## src/verilog/timer_zero_pkg.sv

```systemverilog
// constants and types for the timer zero block
`default_nettype none
package timer_zero_pkg;
	// ********************************
	// register indices and byte addresses
	// ********************************
	localparam logic [7:0] IDX_COUNT  = 8'h01;
	localparam logic [7:0] IDX_INTCTL = 8'h0B;
	localparam logic [7:0] IDX_OPTION = 8'h81;
	localparam int         IDX_SHIFT  = 2;

	// ********************************
	// field positions and reset values
	// ********************************
	localparam int         OPT_SRC    = 5;
	localparam int         OPT_EDGE   = 4;
	localparam int         OPT_ASSIGN = 3;
	localparam int         OPT_RATE   = 0;
	localparam int         RATE_W     = 3;
	localparam int         INT_IE     = 5;
	localparam int         INT_FLAG   = 2;
	localparam logic [7:0] OPTION_RST = 8'hFF;
	localparam logic [7:0] COUNT_RST  = 8'h00;
	localparam logic [7:0] COUNT_MAX  = 8'hFF;
	localparam logic [7:0] ZERO8      = 8'h00;

	// ********************************
	// timing
	// ********************************
	localparam int         CLK_HZ      = 20_000_000;
	localparam int         INHIBIT_W   = 2;
	localparam logic [1:0] INHIBIT_CYC = 2'h2;

	// ********************************
	// bus answers and types
	// ********************************
	localparam logic [1:0] RESP_OKAY   = 2'h0;
	localparam logic [1:0] RESP_SLVERR = 2'h2;

	// phase clocks, gray coded
	typedef enum logic [1:0] {
		PH_FIRST  = 2'h0,
		PH_SECOND = 2'h1,
		PH_THIRD  = 2'h3,
		PH_FOURTH = 2'h2
	} phase_t;

	typedef enum logic [1:0] {
		SEL_NONE,
		SEL_COUNT,
		SEL_INTCTL,
		SEL_OPTION
	} sel_t;
endpackage : timer_zero_pkg
`default_nettype wire

```

## src/verilog/shared_prescaler.sv

```systemverilog
// shared prescaler serving the timer or the watchdog
`timescale 1ns/1ps
`default_nettype none
module shared_prescaler #(
	parameter int WIDTH  = 8,
	parameter int RATE_W = 3
) (
	// clock and reset
	input  wire logic              aclk,
	input  wire logic              aresetn,
	// control
	input  wire logic              tick_in,
	input  wire logic              clear,
	input  wire logic              to_watchdog,
	input  wire logic [RATE_W-1:0] rate,
	// outputs
	output logic                   timer_level,
	output logic                   watchdog_pulse
);
	// refuse a counter too short for the highest rate code
	if (WIDTH < (1 << RATE_W)) begin : g_width_check
		$error("prescaler narrower than rate range");
	end

	logic [WIDTH-1:0] count_r;
	logic [WIDTH-1:0] count_nxt;
	logic [WIDTH-1:0] wd_mask;

	// low-ones mask for the watchdog ratio
	function automatic logic [WIDTH-1:0] ones_below(input logic [RATE_W-1:0] r);
		logic [WIDTH-1:0] m;
		m = '0;
		for (int i = 0; i < WIDTH; i++) begin
			if (i < int'(r))
				m[i] = 1'b1;
		end
		return m;
	endfunction : ones_below

	// count is never visible to software
	assign count_nxt = clear ? '0 : (tick_in ? count_r + 1'b1 : count_r);
	assign wd_mask = ones_below(rate);
	// timer ratio 1:2 to 1:256, watchdog 1:1 to 1:128
	assign timer_level = count_r[rate];
	assign watchdog_pulse = to_watchdog & tick_in & ((count_r & wd_mask) == wd_mask);

	// counter
	always_ff @(posedge aclk) begin
		if (!aresetn)
			count_r <= '0;
		else
			count_r <= count_nxt;
	end
endmodule : shared_prescaler
`default_nettype wire

```

## src/verilog/timer_zero.sv

```systemverilog
// timer zero with shared prescaler and register slave
//
// Implementation choice: the AXI4-Lite register port.
`timescale 1ns/1ps
`default_nettype none
// Contract
// - source select clear: count one per instruction cycle without prescaler
// - after a count write, increments held off for two instruction cycles
// - source select set: count transitions of the external input
// - edge select 1 counts falling edges, 0 counts rising edges
// - rollover from FFh to 00h sets the overflow flag
// - interrupt request raised only while enable set; mask leaves flag
// - flag held until software clears it; hardware never clears it
// - timer stops in sleep; no overflow or wake in sleep
// - prescaler output sampled on second and fourth phase clocks
// - one prescaler serves timer or watchdog, the other runs without
// - prescaler count is not readable or writable by software
// - assign bit 1 gives prescaler to watchdog, 0 to timer
// - rate codes give 1:2..1:256 timer, 1:1..1:128 watchdog
// - count write clears prescaler when timer owns it; assignment kept
// - watchdog clear instruction clears prescaler when watchdog owns it
// - count is 8-bit read/write, untouched by non-power resets
module timer_zero #(
	parameter int ADDR_W = 12
) (
	// clock and reset
	input  wire logic              aclk,
	input  wire logic              aresetn,
	// write address channel
	input  wire logic [ADDR_W-1:0] s_axi_awaddr,
	input  wire logic [2:0]        s_axi_awprot,
	input  wire logic              s_axi_awvalid,
	output logic                   s_axi_awready,
	// write data channel
	input  wire logic [31:0]       s_axi_wdata,
	input  wire logic [3:0]        s_axi_wstrb,
	input  wire logic              s_axi_wvalid,
	output logic                   s_axi_wready,
	// write response channel
	output logic [1:0]             s_axi_bresp,
	output logic                   s_axi_bvalid,
	input  wire logic              s_axi_bready,
	// read address channel
	input  wire logic [ADDR_W-1:0] s_axi_araddr,
	input  wire logic [2:0]        s_axi_arprot,
	input  wire logic              s_axi_arvalid,
	output logic                   s_axi_arready,
	// read data channel
	output logic [31:0]            s_axi_rdata,
	output logic [1:0]             s_axi_rresp,
	output logic                   s_axi_rvalid,
	input  wire logic              s_axi_rready,
	// counter pin
	input  wire logic              external_count_input,
	// core and watchdog side
	input  wire logic              sleep_active,
	input  wire logic              watchdog_clear_instruction,
	input  wire logic              watchdog_raw_tick,
	output logic                   watchdog_tick,
	output logic                   overflow_irq
);
	// refuse an address bus that cannot reach the option register
	if (ADDR_W < 8 + timer_zero_pkg::IDX_SHIFT + 1) begin : g_addr_check
		$error("address too narrow for register map");
	end

	// ********************************
	// address decode
	// ********************************
	localparam int IW = ADDR_W - timer_zero_pkg::IDX_SHIFT;

	function automatic timer_zero_pkg::sel_t decode(input logic [ADDR_W-1:0] a);
		logic [IW-1:0] idx;
		idx = a[ADDR_W-1:timer_zero_pkg::IDX_SHIFT];
		if (idx == IW'(timer_zero_pkg::IDX_COUNT))
			return timer_zero_pkg::SEL_COUNT;
		else if (idx == IW'(timer_zero_pkg::IDX_INTCTL))
			return timer_zero_pkg::SEL_INTCTL;
		else if (idx == IW'(timer_zero_pkg::IDX_OPTION))
			return timer_zero_pkg::SEL_OPTION;
		else
			return timer_zero_pkg::SEL_NONE;
	endfunction : decode

	// ********************************
	// state
	// ********************************
	timer_zero_pkg::phase_t phase_r;
	timer_zero_pkg::phase_t phase_nxt;
	logic [7:0]   count_r;
	logic [7:0]   option_r;
	logic         flag_r;
	logic         flag_nxt;
	logic         irq_en_r;
	logic         irq_r;
	logic [timer_zero_pkg::INHIBIT_W-1:0] inhibit_r;
	logic         pin_meta_r;
	logic         pin_sync_r;
	logic         pin_prev_r;
	logic         sampled_r;
	logic         wd_out_r;
	// bus registers
	logic              aw_held_r;
	logic [ADDR_W-1:0] aw_addr_r;
	logic              w_held_r;
	logic [7:0]        w_data_r;
	logic              w_lane0_r;
	logic              bvalid_r;
	logic [1:0]        bresp_r;
	logic              rvalid_r;
	logic [31:0]       rdata_r;
	logic [1:0]        rresp_r;

	// ********************************
	// phase clocks
	// ********************************
	always_comb begin
		unique case (phase_r)
			timer_zero_pkg::PH_FIRST:  phase_nxt = timer_zero_pkg::PH_SECOND;
			timer_zero_pkg::PH_SECOND: phase_nxt = timer_zero_pkg::PH_THIRD;
			timer_zero_pkg::PH_THIRD:  phase_nxt = timer_zero_pkg::PH_FOURTH;
			timer_zero_pkg::PH_FOURTH: phase_nxt = timer_zero_pkg::PH_FIRST;
		endcase
	end

	always_ff @(posedge aclk) begin
		if (!aresetn)
			phase_r <= timer_zero_pkg::PH_FIRST;
		else
			phase_r <= phase_nxt;
	end

	// instruction cycle ends on the fourth phase
	wire instr_pulse = (phase_r == timer_zero_pkg::PH_FOURTH);
	wire sample_en = (phase_r == timer_zero_pkg::PH_SECOND) | instr_pulse;

	// ********************************
	// option fields
	// ********************************
	wire       src_ext   = option_r[timer_zero_pkg::OPT_SRC];
	wire       edge_fall = option_r[timer_zero_pkg::OPT_EDGE];
	wire       to_wd     = option_r[timer_zero_pkg::OPT_ASSIGN];
	wire [2:0] rate      = option_r[timer_zero_pkg::OPT_RATE +: timer_zero_pkg::RATE_W];

	// ********************************
	// bus write decode
	// ********************************
	wire do_write = aw_held_r & w_held_r & ~bvalid_r;
	timer_zero_pkg::sel_t wr_sel;
	assign wr_sel = decode(aw_addr_r);
	wire wr_count  = do_write & w_lane0_r & (wr_sel == timer_zero_pkg::SEL_COUNT);
	wire wr_intctl = do_write & w_lane0_r & (wr_sel == timer_zero_pkg::SEL_INTCTL);
	wire wr_option = do_write & w_lane0_r & (wr_sel == timer_zero_pkg::SEL_OPTION);
	wire wr_hit    = (wr_sel != timer_zero_pkg::SEL_NONE);

	// ********************************
	// external input path
	// ********************************
	// counted edge becomes a rising edge of pin_level
	wire pin_level = pin_sync_r ^ edge_fall;
	wire ext_edge  = pin_level & ~pin_prev_r;

	always_ff @(posedge aclk) begin
		if (!aresetn) begin
			pin_meta_r <= 1'b0;
			pin_sync_r <= 1'b0;
			pin_prev_r <= timer_zero_pkg::OPTION_RST[timer_zero_pkg::OPT_EDGE]; // idle low pin, no false edge
		end else begin
			pin_meta_r <= external_count_input;
			pin_sync_r <= pin_meta_r;
			pin_prev_r <= pin_level;
		end
	end

	// ********************************
	// shared prescaler
	// ********************************
	// timer side halts in sleep, watchdog side keeps going
	wire timer_src   = src_ext ? ext_edge : instr_pulse;
	wire presc_tick  = to_wd ? watchdog_raw_tick : (timer_src & ~sleep_active);
	wire presc_clear = to_wd ? watchdog_clear_instruction : wr_count;
	wire presc_level;
	wire presc_wd_pulse;

	shared_prescaler #(
		.WIDTH  (8),
		.RATE_W (timer_zero_pkg::RATE_W)
	) shared_prescaler_inst (
		.aclk           (aclk),
		.aresetn        (aresetn),
		.tick_in        (presc_tick),
		.clear          (presc_clear),
		.to_watchdog    (to_wd),
		.rate           (rate),
		.timer_level    (presc_level),
		.watchdog_pulse (presc_wd_pulse)
	);

	// watchdog gets raw tick when it does not own the prescaler
	always_ff @(posedge aclk) begin
		if (!aresetn)
			wd_out_r <= 1'b0;
		else
			wd_out_r <= to_wd ? presc_wd_pulse : watchdog_raw_tick;
	end

	// ********************************
	// increment decision
	// ********************************
	// with no prescaler the pin itself is the prescaler output
	wire src_level = (src_ext & to_wd) ? pin_level : presc_level;
	wire samp_rise = sample_en & src_level & ~sampled_r;
	wire inc_req   = (~src_ext & to_wd) ? instr_pulse : samp_rise;
	wire inhibit   = (inhibit_r != '0);
	wire inc       = inc_req & ~sleep_active & ~inhibit & ~wr_count;
	wire overflow  = inc & (count_r == timer_zero_pkg::COUNT_MAX);

	always_ff @(posedge aclk) begin
		// matches the idle source level under the reset edge select
		if (!aresetn)
			sampled_r <= timer_zero_pkg::OPTION_RST[timer_zero_pkg::OPT_EDGE];
		else if (sample_en)
			sampled_r <= src_level;
	end

	// holdoff counts down over instruction cycles
	always_ff @(posedge aclk) begin
		if (!aresetn)
			inhibit_r <= '0;
		else if (wr_count)
			inhibit_r <= timer_zero_pkg::INHIBIT_CYC;
		else if (instr_pulse && inhibit)
			inhibit_r <= inhibit_r - 1'b1;
	end

	// ********************************
	// count register
	// ********************************
	always_ff @(posedge aclk) begin
		if (!aresetn)
			count_r <= timer_zero_pkg::COUNT_RST;
		else if (wr_count)
			count_r <= w_data_r;
		else if (inc)
			count_r <= count_r + 1'b1;
	end

	// ********************************
	// flag, enable and request
	// ********************************
	// set beats a software clear in the same cycle
	assign flag_nxt = overflow ? 1'b1 :
		(wr_intctl ? w_data_r[timer_zero_pkg::INT_FLAG] : flag_r);

	always_ff @(posedge aclk) begin
		if (!aresetn) begin
			flag_r   <= 1'b0;
			irq_en_r <= 1'b0;
			irq_r    <= 1'b0;
		end else begin
			flag_r <= flag_nxt;
			if (wr_intctl)
				irq_en_r <= w_data_r[timer_zero_pkg::INT_IE];
			irq_r <= flag_r & irq_en_r;
		end
	end

	// ********************************
	// option register
	// ********************************
	always_ff @(posedge aclk) begin
		if (!aresetn)
			option_r <= timer_zero_pkg::OPTION_RST;
		else if (wr_option)
			option_r <= w_data_r;
	end

	// ********************************
	// bus write channels
	// ********************************
	assign s_axi_awready = ~aw_held_r & ~bvalid_r;
	assign s_axi_wready  = ~w_held_r & ~bvalid_r;

	always_ff @(posedge aclk) begin
		if (!aresetn) begin
			aw_held_r <= 1'b0;
			aw_addr_r <= '0;
			w_held_r  <= 1'b0;
			w_data_r  <= timer_zero_pkg::ZERO8;
			w_lane0_r <= 1'b0;
			bvalid_r  <= 1'b0;
			bresp_r   <= timer_zero_pkg::RESP_OKAY;
		end else begin
			if (s_axi_awvalid && s_axi_awready) begin
				aw_held_r <= 1'b1;
				aw_addr_r <= s_axi_awaddr;
			end
			if (s_axi_wvalid && s_axi_wready) begin
				w_held_r  <= 1'b1;
				w_data_r  <= s_axi_wdata[7:0];
				w_lane0_r <= s_axi_wstrb[0];
			end
			if (do_write) begin
				aw_held_r <= 1'b0;
				w_held_r  <= 1'b0;
				bvalid_r  <= 1'b1;
				bresp_r   <= wr_hit ? timer_zero_pkg::RESP_OKAY : timer_zero_pkg::RESP_SLVERR;
			end else if (s_axi_bready) begin
				bvalid_r <= 1'b0;
			end
		end
	end

	assign s_axi_bvalid = bvalid_r;
	assign s_axi_bresp  = bresp_r;

	// ********************************
	// bus read channels
	// ********************************
	timer_zero_pkg::sel_t rd_sel;
	assign rd_sel = decode(s_axi_araddr);
	wire [7:0] intctl_view = (8'(irq_en_r) << timer_zero_pkg::INT_IE)
		| (8'(flag_r) << timer_zero_pkg::INT_FLAG);
	// prescaler count has no read path
	wire [7:0] rd_byte = (rd_sel == timer_zero_pkg::SEL_COUNT)  ? count_r :
		(rd_sel == timer_zero_pkg::SEL_INTCTL) ? intctl_view :
		(rd_sel == timer_zero_pkg::SEL_OPTION) ? option_r : timer_zero_pkg::ZERO8;
	wire ar_take = s_axi_arvalid & ~rvalid_r;

	assign s_axi_arready = ~rvalid_r;

	always_ff @(posedge aclk) begin
		if (!aresetn) begin
			rvalid_r <= 1'b0;
			rdata_r  <= '0;
			rresp_r  <= timer_zero_pkg::RESP_OKAY;
		end else if (ar_take) begin
			rvalid_r <= 1'b1;
			rdata_r  <= {24'h000000, rd_byte};
			rresp_r  <= (rd_sel == timer_zero_pkg::SEL_NONE) ?
				timer_zero_pkg::RESP_SLVERR : timer_zero_pkg::RESP_OKAY;
		end else if (s_axi_rready) begin
			rvalid_r <= 1'b0;
		end
	end

	assign s_axi_rvalid  = rvalid_r;
	assign s_axi_rdata   = rdata_r;
	assign s_axi_rresp   = rresp_r;
	assign overflow_irq  = irq_r;
	assign watchdog_tick = wd_out_r;
endmodule : timer_zero
`default_nettype wire

```

## config.mk

```make
export PLATFORM = sky130hd
export DESIGN_NAME = timer_zero
export DESIGN_NICKNAME = d
export VERILOG_FILES = /design/src/verilog/timer_zero_pkg.sv /design/src/verilog/shared_prescaler.sv /design/src/verilog/timer_zero.sv
export SDC_FILE = /design/constraint.sdc
export NUM_CORES = 1
export LEC_CHECK = 0
export ABC_AREA = 0
export BUFFER_PORTS_ARGS = -buffer_cell sky130_fd_sc_hd__buf_2
export CORE_MARGIN = 2
export CORE_UTILIZATION = 54
export CTS_CLUSTER_DIAMETER = 30
export DETAILED_ROUTE_END_ITERATION = 7
export PLACE_DENSITY_LB_ADDON = 0.1
export SLEW_MARGIN = 20
export SYNTH_ARGS = -nofsm -noshare
export SYNTH_HDL_FRONTEND = slang
export SYNTH_HIERARCHICAL = 1
export SYNTH_SLANG_ARGS = --single-unit
```

## constraint.sdc

```tcl
create_clock -name aclk -period 4.1 [get_ports aclk]
set_clock_uncertainty 0.05 [all_clocks]
set_input_delay 0.205 -clock aclk [delete_from_list [all_inputs] [get_ports aclk]]
set_output_delay 0.205 -clock aclk [all_outputs]
set_load 0.02 [all_outputs]
```

**Word-level counts from Yosys, hierarchy flattened**

Index checks and enable logic that the tools add are counted.

- $add $sub $neg: 3
- Multiply operators: 0
- Div/mod/pow operators: 0
- $lt $le $gt $ge: 8
- Eq/ne operators: 17
- Shift-type cells: 0
- Muxes and demuxes: 37
- Bitwise logic cells: 37
- Reduce and logical (&&, ||, !) cells: 15

Operators by type and width:

| operator | number |
|---|---|
| $mux W8 | 5 |
| $and A1 B1 Y1 | 22 |
| $eq A10 B1 Y1 const B | 2 |
| $eq A10 B4 Y1 const B | 2 |
| $eq A10 B8 Y1 const B | 2 |
| $mux W1 | 20 |
| $mux W2 | 10 |
| $add A8 B1 Y8 const B | 2 |
| $reduce_bool A2 Y1 | 7 |
| $eq A2 B2 Y1 const B | 6 |
| $not A1 Y1 | 11 |
| $lt A3 B3 Y1 const A | 3 |
| $and A8 B7 Y8 | 1 |
| $eq A8 B7 Y1 | 1 |
| $eq A8 B8 Y1 const B | 1 |
| $pmux W2 S4 | 1 |
| $eq A2 B1 Y1 const B | 3 |
| $lt A1 B3 Y1 const A | 2 |
| $lt A2 B3 Y1 const A | 2 |
| $or A6 B3 Y6 | 1 |
| $reduce_or A2 Y1 | 3 |
| $logic_not A2 Y1 | 2 |
| $lt A3 B4 Y1 const B | 1 |
| $bmux W1 S3 | 1 |
| 4 further kinds | 6 |

- Bits in registers: 73
- Latch bits: 0
- Bits in writable memories: 0
- ROM bits: 0
- Bits of input ports: 77
- Output and inout bits: 43
- Logic and storage cells: 141
- Memories: 0

**Logic depth before layout (Yosys ltp)**

- Depth in word-level cells: 11
- Depth in mapped cells: 9
- Gate-level depth less buffers: 8

**Cells and area by module**

Netlist, hierarchy kept.

Modules (own cells, without submodules):

| module | instances | cells an instance | area an instance (µm²) | seq. area each (µm²) |
|---|---|---|---|---|
| timer_zero | 1 | 333 | 2969.1 | 1221.2 |
| shared_prescaler | 1 | 51 | 485.5 | 160.2 |

**Worst setup path before layout**

OpenSTA, ideal clock, no wires.

- Path type: flip-flop to flip-flop
- From: register option_r[1]
- To: register, netlist name count_r[1]
- Setup time: 118 ps
- Arrival: 1945 ps
- Data required time: 3932 ps
- Slack: 1986 ps
- Cell stages (with the launch flop): 8
- Buffers on the path: 0
- Period minus slack after synthesis: 2114 ps
- Cell sequence: dfxtp_1 -> mux4_1 -> mux2_2 -> nand4bb_1 -> o211ai_4 -> nand3b_1 -> mux2i_1 -> a21oi_2

RTL lines:

| what | RTL line | RTL |
|---|---|---|
| start: declaration | timer_zero.sv:91 | `logic [7:0] option_r;` |
| start signal: assignment | timer_zero.sv:273 | `option_r <= timer_zero_pkg::OPTION_RST;` |
| start signal: assignment | timer_zero.sv:275 | `option_r <= w_data_r;` |

**Final worst setup path**

- From: register option_r[5]
- To: register shared_prescaler_inst.count_r[7]

- Longest elaborated chain between the ends: 3

Ends and longest elaborated chain:

| what | RTL line | RTL |
|---|---|---|
| $mux W1 | timer_zero.sv:179 | `wire timer_src = src_ext ? ext_edge : instr_pulse;` |
| $and A1 B1 Y1 | timer_zero.sv:180 | `wire presc_tick = to_wd ? watchdog_raw_tick : (timer_src & ~sleep_active);` |
| $mux W1 | timer_zero.sv:180 |  |
| net presc_tick | timer_zero.sv:180 |  |
| end signal: assignment | shared_prescaler.sv:52 | `count_r <= count_nxt;` |
| end: declaration | shared_prescaler.sv:25 | `logic [WIDTH-1:0] count_r;` |

The timed path passes the listed nets, and every way through them passes these cells.
A chain may end at the register's enable or synchronous reset.

==> summary.md <==
The gate count of the mapped netlist is 384. The initial utilization of the core area, before any placement, comes to 55.0%. In this run the worst path has a maximum fanout of 7.

The largest total area in the synthesized netlist belongs to sky130_fd_sc_hd__dfxtp_1. Clock latency reported for the late side of the worst-skew pair: 0.34 ns. Once the clock tree was built, the setup fixing pass inserted 0 buffers. Entering global routing, the biggest net connects 63 pins. The routability-driven placement congestion ratio is 0.787. The run finished with clean final reports. The full die area was 0.00705 mm²; the required time of the critical path was 4.33 ns. Before antenna repair, the detailed router went through 4 iterations. Pin placement for this block handled 120 I/O pins. The power density over the cells was 369 mW/mm²; the static leakage power was 1.67 nW. Counting every sink on the clock net gives 69.

Sequential elements use 40.0% of the synthesized area. The maximum count of clock buffers along a single path came out at 2. After the last flow step, the layout net total stands at 519. Across every metal layer, demand over resource in global routing totals 20.4%. Using the TritonRoute via totals, the vias-per-cell ratio works out to 5.28. The run gives 0 as the total count of max-transition violations in the final report. The share of the synthesized area in the top cell type was 40.0%; the initial antenna violation count was 0.

TritonCTS created 9 clock buffers. The first global-routing pass estimated 11500 µm of wire. The critical path is of the flop to flop type. The initialized floorplan defines 29 standard-cell rows.

For the number of global-route vias before repair, the log shows 2543. The number of hold buffers added after CTS was 0. After floorplanning, the core was sized to cover 0.00628 mm².

The post-route netlist has 21.4% of its cells at a drive strength greater than 1. At the pin with the least slew margin, the transition time is 1.06 ns. The fill cell instance count of the final layout is 591, and the post-CTS clock slew at the launch and capture registers of the worst setup and hold paths is 0.07 ns.

From synthesis to final layout, the design area changed by 11.2%. Counting flops and latches in the post-synthesis netlist gives 69. The most common cell in the synthesized netlist is sky130_fd_sc_hd__dfxtp_1. The count of flip-flops with a built-in enable after synthesis came out at 0. The worst slew margin relative to its limit was 28.9%. Excluding fillers, the count of instances in the completed layout stands at 517. Detailed placement ended at an HPWL of 4820 µm. The sum of routed wire length over all layers was 6790 µm; the quantity of gates resized following cts was 0. Total vias in the final route: 2731.

The most instantiated flip-flop cell in the synthesis netlist is sky130_fd_sc_hd__dfxtp_1. For the residual antenna-violating net count after detailed routing, the log shows 0. The number of different library cells used by synthesis comes to 60. The depth of the CTS H-tree was 3; the worst hold margin was 0.0210 ns.

In the final routed layout, each cell accounts on average for 13.1 µm. The count of buffer and inverter cells on the critical path works out to 1. Critical path launch point type: a flop. In this run the vertical extent of the chip is 84.0 µm.

Final cell utilization of the core: 61.2%. Path class of the lowest-slack min-delay path: primary input to flop. The cell area after layout was 0.00384 mm²; the width of the chip was 84.0 µm. The total of warnings raised by yosys was 6; the summed negative setup slack over all endpoints was 0 ns.

Across the run, the number of max-cap violations was 0. The total grt overflow was 0; the number of port buffers was 56. The worst setup path is captured at a flop. In this design, the stage delay of the slowest critical-path cell is 0.85 ns.

The post-synthesis area per instance is 9.00 µm², and the worst setup margin is 1.40 ns. Setup violations remaining at the end of the flow were counted as 0. Walking the worst path, the cells encountered are inv_1 > nor3_1 > a21oi_1 > o31ai_1 > nand3_2 > or4_1 > a21oi_1. Setup repair after global routing left no endpoint under its margin. The final period demand of the worst path works out to 2.70 ns. Across the VDD grid, the largest voltage drop is 0.192 mV. The proportion of synthesized flip-flops having asynchronous set or reset was 0%; the endpoint arrival time on the critical path was 2.93 ns.

In the finished design, the share of the clock period the worst path needs comes to 65.8%. The number of antenna diodes in the final layout is 0. The cell area that synthesis handed to floorplanning was 0.00345 mm². The post-placement worst setup slack came out at 1.46 ns. The detailed router finished its first iteration with 116 violations. The placed instances occupy a cell area of 0.00365 mm². The commonest cells after synthesis are sky130_fd_sc_hd__dfxtp_1, sky130_fd_sc_hd__nand2_1, sky130_fd_sc_hd__buf_4.

Ranked by total cell area, the synthesized netlist is headed by sky130_fd_sc_hd__dfxtp_1, sky130_fd_sc_hd__nand2_1, sky130_fd_sc_hd__buf_4, sky130_fd_sc_hd__a21boi_0, sky130_fd_sc_hd__mux2i_1. The cell sitting at the root of the clock tree is a sky130_fd_sc_hd__clkbuf_8. The family with the most delay on the worst path is compound AO/OA/AOI/OAI gates.

TritonCTS built the clock tree. For this run, design rule violations remaining after detail routing come to 0. The logs give 1.42 mW for the total power after layout and 501 for the placed instance count. The highest achievable clock rate is 371 MHz. Slowest cell on the critical path: sky130_fd_sc_hd__o31ai_1.

For the final hold violation count, the log shows 0. Among the stages of the critical path, the cell type that occurs most often is sky130_fd_sc_hd__a21oi_1.
[logic make-up after synthesis]
group                    after synthesis  share of synthesized area, %
flip-flops                            69                          40.0
multiplexers                          17                          5.83
AND/OR/NAND/NOR                      141                          21.4
XOR/XNOR                              13                          3.30
other                                  1                         0.109
AO/OA/AOI/OAI                         85                          17.7
buffers and inverters                 51                          9.05
adder cells (fa/ha/maj)                7                          2.54
[sequential cells by signal, summed over array words and instances, names as in the netlist, 2 cells and up]
signal and count:
w_data_r 8, phase_r 2, option_r 8, s_axi_rdata 8, count_r 8, aw_addr_r 10, shared_prescaler_inst/count_r 8, inhibit_r 2
[layout make-up]
cell class | instances | area [µm²] | area share (%)
multi-input combinational | 289 | 1850 | 48.3
clock buffer | 11 | 141 | 3.68
sequential | 69 | 1380 | 36.0
tap | 77 | 96.3 | 2.51
clock inverter | 5 | 50.0 | 1.30
timing repair buffer | 56 | 280 | 7.30
inverter | 10 | 37.5 | 0.977
[report_power, final]
group	internal [mW]	total [mW]	switching [mW]
registers	0.696	0.718	0.0214
clock network	0.293	0.542	0.249
logic	0.0586	0.158	0.0996
[layer usage]
layer | vias up | wire, µm | GRT usage, %
li1 | 1389 | - | -
met1 | 1241 | 3360 | 26.0
met2 | 90 | 2850 | 31.9
met3 | 11 | 428 | 5.64
met4 | 0 | 158 | 9.53
met5 | - | 0 | 0
[placed cells by master, fill, tap and decap left out, drive strengths merged, types with 11 or more instances in the layout]
| cell type | n |
|---|---|
| buf | 56 |
| nor2 | 20 |
| a21oi | 13 |
| nand2 | 67 |
| a21boi | 27 |
| mux2i | 13 |
| dfxtp | 69 |
| clkbuf | 11 |
| o21ai | 23 |
| conb | 26 |
[worst register-to-register path, cell delays in order (launching register included)]
cell and delay (ns):
sky130_fd_sc_hd__dfxtp_1 0.49, sky130_fd_sc_hd__inv_1 0.10, sky130_fd_sc_hd__nor3_1 0.19, sky130_fd_sc_hd__a21oi_1 0.06, sky130_fd_sc_hd__o31ai_1 0.85, sky130_fd_sc_hd__nand3_2 0.22, sky130_fd_sc_hd__or4_1 0.54, sky130_fd_sc_hd__a21oi_1 0.14
[worst paths after layout]
| check | slack, ns | cells past startpoint | from | endpoint |
|---|---|---|---|---|
| setup / recovery | 1.40 | 7 | option_r[5]$_SDFFE_PN1P_ | shared_prescaler_inst/count_r[7]$_SDFFE_PP0P_ |
| hold / removal | 0.02 | 2 | external_count_input | pin_meta_r$_SDFF_PN0_ |
| setup reg to reg | 1.40 | 7 | option_r[5]$_SDFFE_PN1P_ | shared_prescaler_inst/count_r[7]$_SDFFE_PP0P_ |
| hold reg to reg | 0.40 | 1 | pin_meta_r$_SDFF_PN0_ | pin_sync_r$_SDFF_PN0_ |
Power figures use the tool's default switching activity.
